**config.mk**
```make
export PLATFORM = sky130hd
export DESIGN_NAME = sbt_timer
export DESIGN_NICKNAME = d
export VERILOG_FILES = /design/src/hdl/sbt_pkg.sv /design/src/hdl/sbt_irq_if.sv /design/src/hdl/sbt_prescale.sv /design/src/hdl/sbt_irq.sv /design/src/hdl/sbt_timer.sv
export SDC_FILE = /design/constraint.sdc
export NUM_CORES = 1
export LEC_CHECK = 0
export BUFFER_PORTS_ARGS = -buffer_cell sky130_fd_sc_hd__buf_2
export CORE_UTILIZATION = 55
export CTS_CLUSTER_DIAMETER = 200
export DETAILED_ROUTE_END_ITERATION = 7
export PLACE_DENSITY = 0.75
export SETUP_SLACK_MARGIN = 0.1
export SLEW_MARGIN = 20
export SYNTH_ARGS = -nofsm -noshare
export SYNTH_HDL_FRONTEND = slang
export SYNTH_HIERARCHICAL = 1
export SYNTH_SLANG_ARGS = --single-unit
```
**constraint.sdc**
```tcl
create_clock -name clk_sys_i -period 5.4 [get_ports clk_sys_i]
set_input_delay 0.27 -clock clk_sys_i [delete_from_list [all_inputs] [get_ports clk_sys_i]]
set_output_delay 0.27 -clock clk_sys_i [all_outputs]
set_load 0.02 [all_outputs]
```
**src/hdl/sbt_pkg.sv**
```systemverilog
// Functional notes
// - Mode switch keeps every stored register value.
// - Enabled counter steps on prescaled ticks.
// - One-cycle strobes on overflow, underflow, compares.
// - Event edges count: rising or both edges.
// - Gated action counts ticks while event high.
// - Direction action: low counts up, high down.
// - Action field selects; count-on-event enables events.
// - Split operation ignores event input entirely.
// - Normal vectors: overflow 0x00, compares 0x04/0x06/0x08.
// - Overflow raised when counter wraps at top or at zero.
// - Split vectors: underflows 0x00/0x02, compares 0x04/0x06/0x08.
// - Split compares match low counter, low byte.
// - Each source sets flag; enable bit per source.
// - Request stands while flag and enable set.
// - Timer keeps running in idle sleep.
// - Counter value readable at any time.
// - Split: two 8-bit down counters, single slope.
// - Hard reset restores all registers, only disabled.
package sbt_pkg;
	// ***************************************************
	// Register indices; byte address is four times these.
	// ***************************************************
	localparam logic [5:0] SBT_IDX_CTRL_A = 6'h00;
	localparam logic [5:0] SBT_IDX_WAVE   = 6'h01;
	localparam logic [5:0] SBT_IDX_OVRD   = 6'h02;
	localparam logic [5:0] SBT_IDX_SPLIT  = 6'h03;
	localparam logic [5:0] SBT_IDX_CMDCLR = 6'h04;
	localparam logic [5:0] SBT_IDX_CMDSET = 6'h05;
	localparam logic [5:0] SBT_IDX_BVCLR  = 6'h06;
	localparam logic [5:0] SBT_IDX_BVSET  = 6'h07;
	localparam logic [5:0] SBT_IDX_EVCTL  = 6'h09;
	localparam logic [5:0] SBT_IDX_IRQEN  = 6'h0a;
	localparam logic [5:0] SBT_IDX_IRQFLG = 6'h0b;
	localparam logic [5:0] SBT_IDX_DBG    = 6'h0e;
	localparam logic [5:0] SBT_IDX_STAGE  = 6'h0f;
	localparam logic [5:0] SBT_IDX_CNT    = 6'h20;
	localparam logic [5:0] SBT_IDX_PER    = 6'h26;
	localparam logic [5:0] SBT_IDX_COMPARE_ZERO_IRQ   = 6'h28;
	// ***************************************************
	// Field positions and encodings.
	// ***************************************************
	localparam int         SBT_EN_BIT     = 0;
	localparam int         SBT_PRESCALE_SELECT_LSB = 1;
	localparam int         SBT_SPLIT_BIT  = 0;
	localparam int         SBT_DIR_BIT    = 0;
	localparam int         SBT_CMD_LSB    = 2;
	localparam int         SBT_COUNT_ON_EVENT_ENABLE_BIT  = 0;
	localparam int         SBT_EVENT_ACTION_SELECT_LSB  = 1;
	localparam int         SBT_FLG_OVF    = 0;
	localparam int         SBT_FLG_HIGH_UNDERFLOW_IRQ   = 1;
	localparam int         SBT_FLG_COMPARE_ZERO_IRQ   = 4;
	localparam logic [1:0] SBT_CMD_RESET  = 2'h3;
	// ***************************************************
	// Reset values and interrupt vectors.
	// ***************************************************
	localparam logic [7:0]  SBT_REG_RST = 8'h00;
	localparam logic [15:0] SBT_CNT_RST = 16'h0000;
	localparam logic [15:0] SBT_PER_RST = 16'hffff;
	localparam logic [3:0]  SBT_VEC_OVF  = 4'h0;
	localparam logic [3:0]  SBT_VEC_HIGH_UNDERFLOW_IRQ = 4'h2;
	localparam logic [3:0]  SBT_VEC_COMPARE_ZERO_IRQ = 4'h4;
	localparam logic [3:0]  SBT_VEC_COMPARE_ONE_IRQ = 4'h6;
	localparam logic [3:0]  SBT_VEC_COMPARE_TWO_IRQ = 4'h8;
	typedef enum logic [1:0] {
		SBT_EV_POS,
		SBT_EV_ANY,
		SBT_EV_HIGH,
		SBT_EV_DIR
	} sbt_event_action_select_e;
endpackage : sbt_pkg

```
**src/hdl/sbt_irq_if.sv**
```systemverilog
// Flag and request signals between the timer core and its flag block.
interface sbt_irq_if;
	logic [7:0] set;
	logic [7:0] clr;
	logic [7:0] en;
	logic [7:0] flags;
	logic       split;
	logic       hard_rst;
	logic [3:0] vec;
	logic       irq;
	modport core (output set, clr, en, split, hard_rst,
		input flags, vec, irq);
	modport flag (input set, clr, en, split, hard_rst,
		output flags, vec, irq);
endinterface : sbt_irq_if

```
**src/hdl/sbt_prescale.sv**
```systemverilog
// Divides the system clock into timer ticks.
module sbt_prescale
	import sbt_pkg::*;
#(
	parameter int PW = 10
) (
	input  wire logic       clk_sys_i,
	input  wire logic       rst_i,
	input  wire logic       run_i,
	input  wire logic [2:0] sel_i,
	output logic            tick_o
);
	logic [PW-1:0] pc;

	// Terminal count for each divider setting.
	function automatic logic [PW-1:0] div_lim(input logic [2:0] s);
		unique case (s)
			3'h0: div_lim = PW'(0);
			3'h1: div_lim = PW'(1);
			3'h2: div_lim = PW'(3);
			3'h3: div_lim = PW'(7);
			3'h4: div_lim = PW'(15);
			3'h5: div_lim = PW'(63);
			3'h6: div_lim = PW'(255);
			3'h7: div_lim = PW'(1023);
		endcase
	endfunction : div_lim

	assign tick_o = run_i && (pc == div_lim(sel_i));

	// Free count restarts whenever the timer stops or a tick fires.
	always_ff @(posedge clk_sys_i) begin
		if (rst_i || !run_i || tick_o) begin
			pc <= '0;
		end else begin
			pc <= pc + PW'(1);
		end
	end
endmodule : sbt_prescale

```
**src/hdl/sbt_irq.sv**
```systemverilog
// Sticky interrupt flags, request level and vector selection.
module sbt_irq
	import sbt_pkg::*;
(
	input  wire logic clk_sys_i,
	input  wire logic rst_i,
	sbt_irq_if.flag   bus
);
	logic [7:0] pend;

	// Lowest vector offset among pending enabled sources wins.
	function automatic logic [3:0] pick(input logic [7:0] p);
		if (p[SBT_FLG_OVF]) begin
			pick = SBT_VEC_OVF;
		end else if (p[SBT_FLG_HIGH_UNDERFLOW_IRQ]) begin
			pick = SBT_VEC_HIGH_UNDERFLOW_IRQ;
		end else if (p[SBT_FLG_COMPARE_ZERO_IRQ]) begin
			pick = SBT_VEC_COMPARE_ZERO_IRQ;
		end else if (p[SBT_FLG_COMPARE_ZERO_IRQ+1]) begin
			pick = SBT_VEC_COMPARE_ONE_IRQ;
		end else if (p[SBT_FLG_COMPARE_ZERO_IRQ+2]) begin
			pick = SBT_VEC_COMPARE_TWO_IRQ;
		end else begin
			// Nothing pending shows the overflow vector, 0x0.
			pick = SBT_VEC_OVF;
		end
	endfunction : pick

	// per-source flags
	// A new event wins over a clear in the same cycle.
	always_ff @(posedge clk_sys_i) begin
		if (rst_i || bus.hard_rst) begin
			bus.flags <= SBT_REG_RST;
		end else begin
			bus.flags <= (bus.flags & ~bus.clr) | bus.set;
		end
	end

	assign pend = bus.flags & bus.en;
	assign bus.irq = |pend;
	assign bus.vec = pick(pend);
endmodule : sbt_irq

```
**src/hdl/sbt_timer.sv**
```systemverilog
// Sixteen-bit timer with split mode, events and interrupts.
//
// Local design decision: the Avalon-MM interface to the registers.
module sbt_timer
	import sbt_pkg::*;
(
	input  wire logic        clk_sys_i,
	input  wire logic        rst_i,
	input  wire logic [5:0]  avs_address_i,
	input  wire logic        avs_read_i,
	input  wire logic        avs_write_i,
	input  wire logic [31:0] avs_writedata_i,
	input  wire logic [3:0]  avs_byteenable_i,
	output logic [31:0]      avs_readdata_o,
	output logic             avs_waitrequest_o,
	input  wire logic        event_in_i,
	output logic             ev_ovf_o,
	output logic             ev_high_underflow_irq_o,
	output logic [2:0]       ev_cmp_o,
	output logic             irq_o,
	output logic [3:0]       irq_vector_o
);
	// ***************************************************
	// Bus slave
	// ***************************************************
	logic             busy;
	logic             req;
	logic             wr_acc;
	logic             hard_rst;
	logic             srst;
	logic [7:0]       wb;
	logic [7:0]       ctrl_a;
	logic [7:0]       wave;
	logic [7:0]       ovrd;
	logic [7:0]       split_ctl;
	logic [1:0]       cmd_bits;
	logic [3:0]       bv;
	logic [7:0]       evctl;
	logic [7:0]       irq_en;
	logic [7:0]       dbg;
	logic [7:0]       stage;
	logic [15:0]      cnt;
	logic [15:0]      period_value;
	logic [2:0][15:0] cmp;
	logic [31:0]      rd_mux;
	sbt_irq_if        ifc ();

	// Byte-lane merge for the sixteen-bit registers.
	function automatic logic [15:0] merge16(input logic [15:0] o,
		input logic [31:0] d, input logic [3:0] be);
		merge16 = {be[1] ? d[15:8] : o[15:8], be[0] ? d[7:0] : o[7:0]};
	endfunction : merge16

	// First cycle of a request waits, the second completes it.
	assign req = avs_read_i || avs_write_i;
	assign avs_waitrequest_o = req && !busy;
	assign wr_acc = avs_write_i && busy;
	assign wb = avs_byteenable_i[0] ? avs_writedata_i[7:0] : 8'h00;

	always_ff @(posedge clk_sys_i) begin
		if (rst_i) begin
			busy <= 1'b0;
		end else begin
			busy <= req && !busy;
		end
	end

	assign hard_rst = wr_acc && avs_address_i == SBT_IDX_CMDSET &&
		wb[SBT_CMD_LSB +: 2] == SBT_CMD_RESET && !ctrl_a[SBT_EN_BIT];
	assign srst = rst_i || hard_rst;

	// ***************************************************
	// Control registers
	// ***************************************************
	// mode bit alone changes
	// Changing split mode writes only its own bit; all else stays.
	always_ff @(posedge clk_sys_i) begin
		if (srst) begin
			ctrl_a    <= SBT_REG_RST;
			wave      <= SBT_REG_RST;
			ovrd      <= SBT_REG_RST;
			split_ctl <= SBT_REG_RST;
			evctl     <= SBT_REG_RST;
			irq_en    <= SBT_REG_RST;
			dbg       <= SBT_REG_RST;
			stage     <= SBT_REG_RST;
		end else if (wr_acc && avs_byteenable_i[0]) begin
			unique case (avs_address_i)
				SBT_IDX_CTRL_A: ctrl_a    <= {4'h0, wb[3:0]};
				SBT_IDX_WAVE:   wave      <= {1'b0, wb[6:0]};
				SBT_IDX_OVRD:   ovrd      <= {5'h00, wb[2:0]};
				SBT_IDX_SPLIT:  split_ctl <= {7'h00, wb[0]};
				SBT_IDX_EVCTL:  evctl     <= {5'h00, wb[2:0]};
				SBT_IDX_IRQEN:  irq_en    <= {1'b0, wb[6:4], 2'b00, wb[1:0]};
				SBT_IDX_DBG:    dbg       <= {7'h00, wb[0]};
				SBT_IDX_STAGE:  stage     <= wb;
				default: ;
			endcase
		end
	end

	always_ff @(posedge clk_sys_i) begin
		if (srst) begin
			cmd_bits <= 2'h0;
			bv       <= 4'h0;
		end else if (wr_acc) begin
			unique case (avs_address_i)
				SBT_IDX_CMDSET: cmd_bits <= cmd_bits | wb[1:0];
				SBT_IDX_CMDCLR: cmd_bits <= cmd_bits & ~wb[1:0];
				SBT_IDX_BVSET:  bv       <= bv | wb[3:0];
				SBT_IDX_BVCLR:  bv       <= bv & ~wb[3:0];
				default: ;
			endcase
		end
	end

	// Period and compare registers.
	always_ff @(posedge clk_sys_i) begin
		if (srst) begin
			period_value <= SBT_PER_RST;
			cmp <= '0;
		end else if (wr_acc) begin
			if (avs_address_i == SBT_IDX_PER) begin
				period_value <= merge16(period_value, avs_writedata_i, avs_byteenable_i);
			end
			for (int i = 0; i < 3; i++) begin
				if (avs_address_i == SBT_IDX_COMPARE_ZERO_IRQ + 6'(2 * i)) begin
					cmp[i] <= merge16(cmp[i], avs_writedata_i,
						avs_byteenable_i);
				end
			end
		end
	end

	// live counter readback
	// Read data is captured in the waiting cycle and held stable.
	always_comb begin
		rd_mux = 32'h0000_0000;
		unique case (avs_address_i)
			SBT_IDX_CTRL_A: rd_mux[7:0] = ctrl_a;
			SBT_IDX_WAVE:   rd_mux[7:0] = wave;
			SBT_IDX_OVRD:   rd_mux[7:0] = ovrd;
			SBT_IDX_SPLIT:  rd_mux[7:0] = split_ctl;
			SBT_IDX_CMDCLR,
			SBT_IDX_CMDSET: rd_mux[1:0] = cmd_bits;
			SBT_IDX_BVCLR,
			SBT_IDX_BVSET:  rd_mux[3:0] = bv;
			SBT_IDX_EVCTL:  rd_mux[7:0] = evctl;
			SBT_IDX_IRQEN:  rd_mux[7:0] = irq_en;
			SBT_IDX_IRQFLG: rd_mux[7:0] = ifc.flags;
			SBT_IDX_DBG:    rd_mux[7:0] = dbg;
			SBT_IDX_STAGE:  rd_mux[7:0] = stage;
			SBT_IDX_CNT:    rd_mux[15:0] = cnt;
			SBT_IDX_PER:    rd_mux[15:0] = period_value;
			SBT_IDX_COMPARE_ZERO_IRQ:   rd_mux[15:0] = cmp[0];
			SBT_IDX_COMPARE_ZERO_IRQ + 6'h02: rd_mux[15:0] = cmp[1];
			SBT_IDX_COMPARE_ZERO_IRQ + 6'h04: rd_mux[15:0] = cmp[2];
			default: ;
		endcase
	end

	always_ff @(posedge clk_sys_i) begin
		if (rst_i) begin
			avs_readdata_o <= 32'h0000_0000;
		end else if (req && !busy) begin
			avs_readdata_o <= rd_mux;
		end
	end

	// ***************************************************
	// Counting
	// ***************************************************
	logic        tick;
	logic        step;
	logic        down;
	logic        ev_q;
	logic        en;
	logic        split;
	logic        wrap_hi;
	logic        wrap_lo;
	logic        lo_unf;
	logic        hi_unf;
	logic        ovf_ev;
	logic        high_underflow_irq_ev;
	logic [2:0]  match;
	logic [15:0] next_cnt;
	sbt_event_action_select_e  act;

	assign en    = ctrl_a[SBT_EN_BIT];
	assign split = split_ctl[SBT_SPLIT_BIT];
	assign act   = sbt_event_action_select_e'(evctl[SBT_EVENT_ACTION_SELECT_LSB +: 2]);

	sbt_prescale #(
		.PW (10)
	) u_pre (
		.clk_sys_i (clk_sys_i),
		.rst_i     (srst),
		.run_i     (en),
		.sel_i     (ctrl_a[SBT_PRESCALE_SELECT_LSB +: 3]),
		.tick_o    (tick)
	);

	// Event input comes from same-clock logic; edge detect only.
	always_ff @(posedge clk_sys_i) begin
		if (rst_i) begin
			ev_q <= 1'b0;
		end else begin
			ev_q <= event_in_i;
		end
	end

	always_comb begin
		step = 1'b0;
		down = cmd_bits[SBT_DIR_BIT];
		if (!en) begin
			step = 1'b0;
		end else if (split || !evctl[SBT_COUNT_ON_EVENT_ENABLE_BIT]) begin
			step = tick;
		end else begin
			unique case (act)
				SBT_EV_POS:  step = event_in_i && !ev_q;
				SBT_EV_ANY:  step = event_in_i ^ ev_q;
				SBT_EV_HIGH: step = tick && event_in_i;
				SBT_EV_DIR: begin
					step = tick;
					down = event_in_i;
				end
			endcase
		end
	end

	assign wrap_hi = !down && cnt == period_value;
	assign wrap_lo = down && cnt == 16'h0000;
	assign lo_unf  = cnt[7:0] == 8'h00;
	assign hi_unf  = cnt[15:8] == 8'h00;

	always_comb begin
		if (split) begin
			next_cnt[7:0]  = lo_unf ? period_value[7:0] : cnt[7:0] - 8'h01;
			next_cnt[15:8] = hi_unf ? period_value[15:8] : cnt[15:8] - 8'h01;
		end else if (wrap_hi) begin
			next_cnt = 16'h0000;
		end else if (wrap_lo) begin
			next_cnt = period_value;
		end else begin
			next_cnt = down ? cnt - 16'h0001 : cnt + 16'h0001;
		end
	end

	// Software writes take priority over a step in the same cycle.
	always_ff @(posedge clk_sys_i) begin
		if (srst) begin
			cnt <= SBT_CNT_RST;
		end else if (wr_acc && avs_address_i == SBT_IDX_CNT) begin
			cnt <= merge16(cnt, avs_writedata_i, avs_byteenable_i);
		end else if (step) begin
			cnt <= next_cnt;
		end
	end

	always_comb begin
		for (int i = 0; i < 3; i++) begin
			match[i] = step && (split ? next_cnt[7:0] == cmp[i][7:0]
				: next_cnt == cmp[i]);
		end
	end
	assign ovf_ev  = step && (split ? lo_unf : (wrap_hi || wrap_lo));
	assign high_underflow_irq_ev = step && split && hi_unf;

	always_ff @(posedge clk_sys_i) begin
		if (srst) begin
			ev_ovf_o  <= 1'b0;
			ev_high_underflow_irq_o <= 1'b0;
			ev_cmp_o  <= 3'h0;
		end else begin
			ev_ovf_o  <= ovf_ev;
			ev_high_underflow_irq_o <= high_underflow_irq_ev;
			ev_cmp_o  <= match;
		end
	end

	// ***************************************************
	// Interrupt flags
	// ***************************************************
	// strobes set flags
	assign ifc.set = {1'b0, ev_cmp_o, 2'b00, ev_high_underflow_irq_o, ev_ovf_o};
	assign ifc.clr = (wr_acc && avs_address_i == SBT_IDX_IRQFLG) ?
		wb : 8'h00;
	assign ifc.en       = irq_en;
	assign ifc.split    = split;
	assign ifc.hard_rst = hard_rst;
	assign irq_o        = ifc.irq;
	assign irq_vector_o = ifc.vec;

	sbt_irq u_irq (
		.clk_sys_i (clk_sys_i),
		.rst_i     (rst_i),
		.bus       (ifc.flag)
	);
endmodule : sbt_timer

```
Yosys cells after proc, flatten, opt, wreduce, memory -nomap -nowiden
Memory sizes are Yosys's and may differ from the RTL's. A register that Yosys moved wholly into a read port is not among the register bits.
Cells that the tools add are included.
{ "totals": {"reg_bits": 159, "romBits": 80, "input_bits": 47, "output_inout_bits": 43, "elab_cells": 172, "n_memories": 1} }
{ "op_classes": {"add_sub_neg": 5, "n_eq_ne": 31, "n_mux": 35, "n_bitwise": 11, "reduce_logical": 61} }
{ "memory_table": {"columns": ["memory", "depth", "word_bits", "rd", "rd_clocked_by_memory_dff", "write_ports", "line_no", "rtl"], "rows": [
  ["(no name shown)", 8, 10, 1, 1, 0, "sbt_prescale.sv:17", "unique case (s)"]
]} }
{ "ops": {"columns": ["cell", "n"], "rows": [
  ["$mux W16", 6],
  ["$eq A16 B16 Y1", 4],
  ["$mux W8", 6],
  ["$pmux W8 S5", 1],
  ["$pmux W4 S9", 1],
  ["$pmux W2 S16", 1],
  ["$eq A6 B4 Y1 const B", 5],
  ["$eq A6 B6 Y1 const B", 5],
  ["$eq A6 B3 Y1 const B", 4],
  ["$eq A8 B8 Y1", 3],
  ["$pmux W2 S12", 1],
  ["$reduce_and A2 Y1", 12],
  ["$reduce_and A3 Y1", 8],
  ["$mux W4", 5],
  ["$logic_and A1 B1 Y1", 19],
  ["$add A16 B1 Y16 const B", 1],
  ["$logic_not A16 Y1", 1],
  ["$logic_not A8 Y1", 2],
  ["$sub A16 B1 Y16 const B", 1],
  ["$sub A8 B1 Y8 const B", 2],
  ["$eq A6 B2 Y1 const B", 2],
  ["$add A10 B1 Y10 const B", 1],
  ["$eq A10 B10 Y1", 1],
  ["$mux W1", 9],
  ["26 further kinds", 42]
]} }

Logic depth before layout (Yosys ltp)
{ "depth": {"depth_word": 11, "mapped_depth": 17, "ltp_nobuf": 15} }

Hierarchy
The synthesis kept the hierarchy.
{ "modules_own_cells": {"columns": ["module", "n_inst", "cells_each", "area_per_inst_um2", "seq_area_each_um2"], "rows": [
  ["sbt_timer", 1, 1176, 8814.7, 2822.7],
  ["sbt_prescale", 1, 72, 624.3, 200.2],
  ["sbt_irq", 1, 47, 351.6, 160.2]
]} }

Worst setup path before layout
No wires, ideal clock.
{ "synth_path": {"path_type": "register to register", "from": "reg split_ctl[0]", "to": "reg ev_cmp_o[0]", "setup_time_ns": 0.060, "arrival_ns": 4.204, "required_ns": 5.340, "slack_ns": 1.136, "path_stages_with_launch": 17, "path_buffers": 1, "cell_sequence": "dfxtp_1 -> clkbuf_1 -> nand2b_1 -> or3_1 -> and2_1 -> inv_1 -> ha_1 -> a21o_1 -> a221oi_1 -> o31a_1 -> o2bb2ai_1 -> mux2_2 -> nand3_1 -> xor2_1 -> nand4_1 -> o41ai_1 -> and3_1"} }
{ "synth_via": {"elab_chain_cells": 10, "elab_cells_between_ends": 16} }
{ "synth_rtl": {"columns": ["element", "line_no", "rtl"], "rows": [
  ["start, declared", "sbt_timer.sv:35", "logic [7:0] split_ctl;"],
  ["start signal, assigned", "sbt_timer.sv:92", "SBT_IDX_SPLIT: split_ctl <= {7'h00, wb[0]};"],
  ["$logic_or A1 B1 Y1", "sbt_timer.sv:217", "end else if (split || !evctl[SBT_COUNT_ON_EVENT_ENABLE_BIT]) begin"],
  ["$mux W1", "sbt_timer.sv:217", null],
  ["$mux W1", "sbt_timer.sv:215", "if (!en) begin"],
  ["$mux W16 (tied with other cells)", "sbt_timer.sv:246", "next_cnt = down ? cnt - 16'h0001 : cnt + 16'h0001;"],
  ["$mux W16 or $logic_and A1 B1 Y1 (tied branches)", "sbt_timer.sv:243, sbt_timer.sv:232", null],
  ["$mux W16", "sbt_timer.sv:241", "end else if (wrap_hi) begin"],
  ["$mux W16", "sbt_timer.sv:238", "if (split) begin"],
  ["$eq A16 B16 Y1 or $eq A8 B8 Y1 (tied branches)", "sbt_timer.sv:264, sbt_timer.sv:263", null],
  ["$mux W1", "sbt_timer.sv:263", "match[i] = step && (split ? next_cnt[7:0] == cmp[i][7:0]"],
  ["$logic_and A1 B1 Y1 *", "sbt_timer.sv:263", null],
  ["end signal, assigned", "sbt_timer.sv:278", "ev_cmp_o <= match;"],
  ["end, declared", "sbt_timer.sv:19", "output logic [2:0] ev_cmp_o,"]
]} }
Every way passes the cells marked *; elsewhere a longest branch is shown, timed or not.
A chain may end at the register's enable or synchronous reset.

Final worst setup path
{ "layout_path": {"from": "reg evctl[2]", "to": "reg ev_cmp_o[2]"} }
{ "layout_via": {"elab_chain_cells": 11, "elab_cells_between_ends": 21} }
{ "layout_rtl": {"columns": ["element", "line_no", "rtl"], "rows": [
  ["start, declared", "sbt_timer.sv:38", "logic [7:0] evctl;"],
  ["start signal, assigned", "sbt_timer.sv:93", "SBT_IDX_EVCTL: evctl <= {5'h00, wb[2:0]};"],
  ["$eq A2 B2 Y1", "sbt_timer.sv:220", "unique case (act)"],
  ["$mux W1", "sbt_timer.sv:220", null],
  ["$mux W1", "sbt_timer.sv:217", null],
  ["$mux W1", "sbt_timer.sv:215", null],
  ["$mux W16 (tied with other cells)", "sbt_timer.sv:246", null],
  ["$mux W16 or $logic_and A1 B1 Y1 (tied branches)", "sbt_timer.sv:243, sbt_timer.sv:232", null],
  ["$mux W16", "sbt_timer.sv:241", null],
  ["$mux W16", "sbt_timer.sv:238", null],
  ["$eq A16 B16 Y1 or $eq A8 B8 Y1 (tied branches)", "sbt_timer.sv:264, sbt_timer.sv:263", null],
  ["$mux W1", "sbt_timer.sv:263", null],
  ["$logic_and A1 B1 Y1 *", "sbt_timer.sv:263", null]
]} }
Marked as above.

==> results_dict.tcl <==
set metrics [dict create \
    clk_pin_slew_ps 60 \
    clkLatencyLatePin_ps 440 \
    syn_inst 1295 \
    synth.area.top_cells "dfxtp_1 (33%), nand2_1 (8.1%), a21oi_1 (7.5%)" \
    drtAntennaViolNets 0 \
    fp.dieH_microns 135 \
    cp_max_fo 12 \
    fmax_mhz 199 \
    cp-start-kind "register" \
    cts_root_buf "clkbuf_16" \
    drive_gt1_frac 0.0993 \
    clockBufferDepth 2 \
    setup_ws_ps 364 \
    avgSynthCellArea_sq_um 7.56 \
    ir_worst_vdd_uv 231 \
    final_cell_mix "nand2_1 (212), dfxtp_1 (159), a21oi_1 (147)" \
    worstMarginPinSlew_ps 1090 \
    synth_edf_count 0 \
    drc_errors 0 \
    dpl-instance-area_sq_mm 0.0101 \
    place_hpwl_microns 22700 \
    cts_buffers 17 \
    fin_setup_tns_ps 0 \
    grt_setup_unrepaired "no" \
    drt_iter0_drc 1284 \
    cts_max_level 4 \
    relSlewSlack 0.265 \
    min_period_over_period 0.933 \
    grt_usage 0.362 \
    place_ws_ps 542 \
    fillCellCount 1637 \
    synth_warnings 6 \
    critPathKind "register to register" \
    p_leak_uw 0.00416 \
    fp.dieW_microns 135 \
    grt_antenna_before_repair 0 \
    cts_setup_buffers 0 \
    skew_ps 14.7 \
    dieArea_sq_mm 0.0183 \
    start_util 0.564 \
    cap_violations 0 \
    io_pins 90 \
    synth_largest_type_area_fraction 0.325 \
    synth_flop_cell "dfxtp_1" \
    synth_area_sq_mm 0.00979 \
    regArea_sq_mm 0.00318 \
    port_buffers 54 \
    layout_commonest_cell "nand2_1" \
    viasPerCell 6.49 \
    fin_crit_ps 5040 \
    gp_congestion 0.983 \
    drt-pass1-iter-count 8 \
    postCtsHoldBufs 0 \
    multiInputGateArea_sq_mm 0.00613 \
    rows 48 \
    yosysUniqueCellTypes 81 \
    grt_pass1_wl_microns 50500 \
    grt_max_degree 51 \
    outcome "completed" \
    overflow 0 \
    coreArea_sq_mm 0.0174 \
    setup_viol 0 \
    grt_pass1_vias 9089 \
    nets 1376 \
    async_reset_ff_frac 0 \
    routed_wl_microns 32600 \
    endpoint_kind "register" \
    area_delta_synth_final_pct 9.43 \
    hold_violations 0 \
    cts-resized-gates 0 \
    synth_seq_cells 159 \
    vias 10000 \
    finish.instance_area_sq_mm 0.0107 \
    slew_violations 0 \
    yosys.area.top_type "dfxtp_1" \
    worstPathRequired_ps 5760 \
    post_drt_wl_per_cell_microns 21.1 \
    fin_util 0.617 \
    cts_sinks 159 \
    critPathArrivalTime_ps 5400 \
    ys_seq_area_frac 0.325 \
    cts_tree "built" \
    holdCritPathClass "input port to register" \
    p_per_area_mw_per_mm2 242 \
]
worst max-delay path, stage by stage (launching register included):
cell and delay [ps]:
dfxtp_1 420, nand3_1 130, o21ai_1 510, and2_1 270, inv_1 230, buf_4 250
ha_1 370, a21oi_1 260, o211ai_1 120, o21ai_0 170, a21oi_1 150, o21ai_0 150
or4b_1 610, a21boi_0 200, o21ai_0 140, nor4b_1 650, o2111a_1 310
report_power, final:
| part | internal, uW | switching [uW] | leakage [uW] |
|---|---|---|---|
| sequential | 1180 | 8.24 | 0.00128 |
| combinational | 37.2 | 120 | 0.00259 |
| clock | 739 | 507 | 0.000282 |
| total | 1960 | 636 | 0.00416 |
cell usage after synthesis, types with 17 or more instances:
cell and instances:
a21oi_1 147, a221oi_1 17, a22oi_1 21, buf_4 17, clkbuf_1 68, dfxtp_1 159
ha_1 21, inv_1 30, mux2i_1 18, nand2_1 212, nand3_1 72, nor2_1 102
nor3_1 34, o21ai_0 37, xnor2_1 39, xor2_1 47
per-layer routing:
layer,track usage,vias to the layer above,share of wire
li1,-,4650,-
met1,0.457,4699,0.40
met2,0.595,579,0.47
met3,0.0718,102,0.097
met4,0.164,0,0.038
met5,0,-,0
final timing paths:
check                             start                     end  slack, ps  depth (start not counted)
hold / removal               event_in_i         ev_q$_SDFF_PP0_        110                          3
hold reg to reg    wave[3]$_SDFFE_PP0P_    wave[3]$_SDFFE_PP0P_        450                          2
setup reg to reg  evctl[2]$_SDFFE_PP0P_  ev_cmp_o[2]$_SDFF_PP0_        360                         16
setup / recovery  evctl[2]$_SDFFE_PP0P_  ev_cmp_o[2]$_SDFF_PP0_        360                         16
cell families (layout without fill, tap and decap cells):
kind of cell | Yosys count | after routing | synth area share
xor gates and xnor gates | 86 | 86 | 0.0769
DFF | 159 | 159 | 0.325
other | 2 | 24 | 0.000767
buffers and inverters | 130 | 133 | 0.0599
and+or+nand+nor | 529 | 529 | 0.253
adders and majority gates | 22 | 22 | 0.0289
AOI/OAI and AO/OA | 346 | 346 | 0.232
muxes | 21 | 21 | 0.0230
stage by stage:
step                      power [uW]  hold slack [ps]  std cells
after global placement          1370              442       1512
after CTS                       2600             90.9       1544
after detailed placement        1370              446       1513
after floorplan                 1320              394       1316
after global routing            2650              115       1544
final                           2590              105       1545
state kept, by name (all words and copies together), names as in the netlist, named ones only:
register and flops:
ovrd 3, wave 7, ev_high_underflow_irq_o 1, avs_readdata_o 16, dbg 1, ev_q 1
u_irq/bus.flags 8, ifc.en 5, split_ctl 1, u_pre/pc 10, cnt 16, cmp 48
ev_cmp_o 3, stage 8, busy 1, evctl 3, period_value 16, ev_ovf_o 1
ctrl_a 4
area by class of cell:
cell class,count,share of cell area
multi-input combinational,1027,0.572
timing repair buffer,72,0.0378
inverter,30,0.0105
clock buffer,19,0.0413
sequential,159,0.297
antenna,1,0.000234
tap,225,0.0263
clock inverter,12,0.0146
No activity file was read; power rests on OpenSTA's default activity.
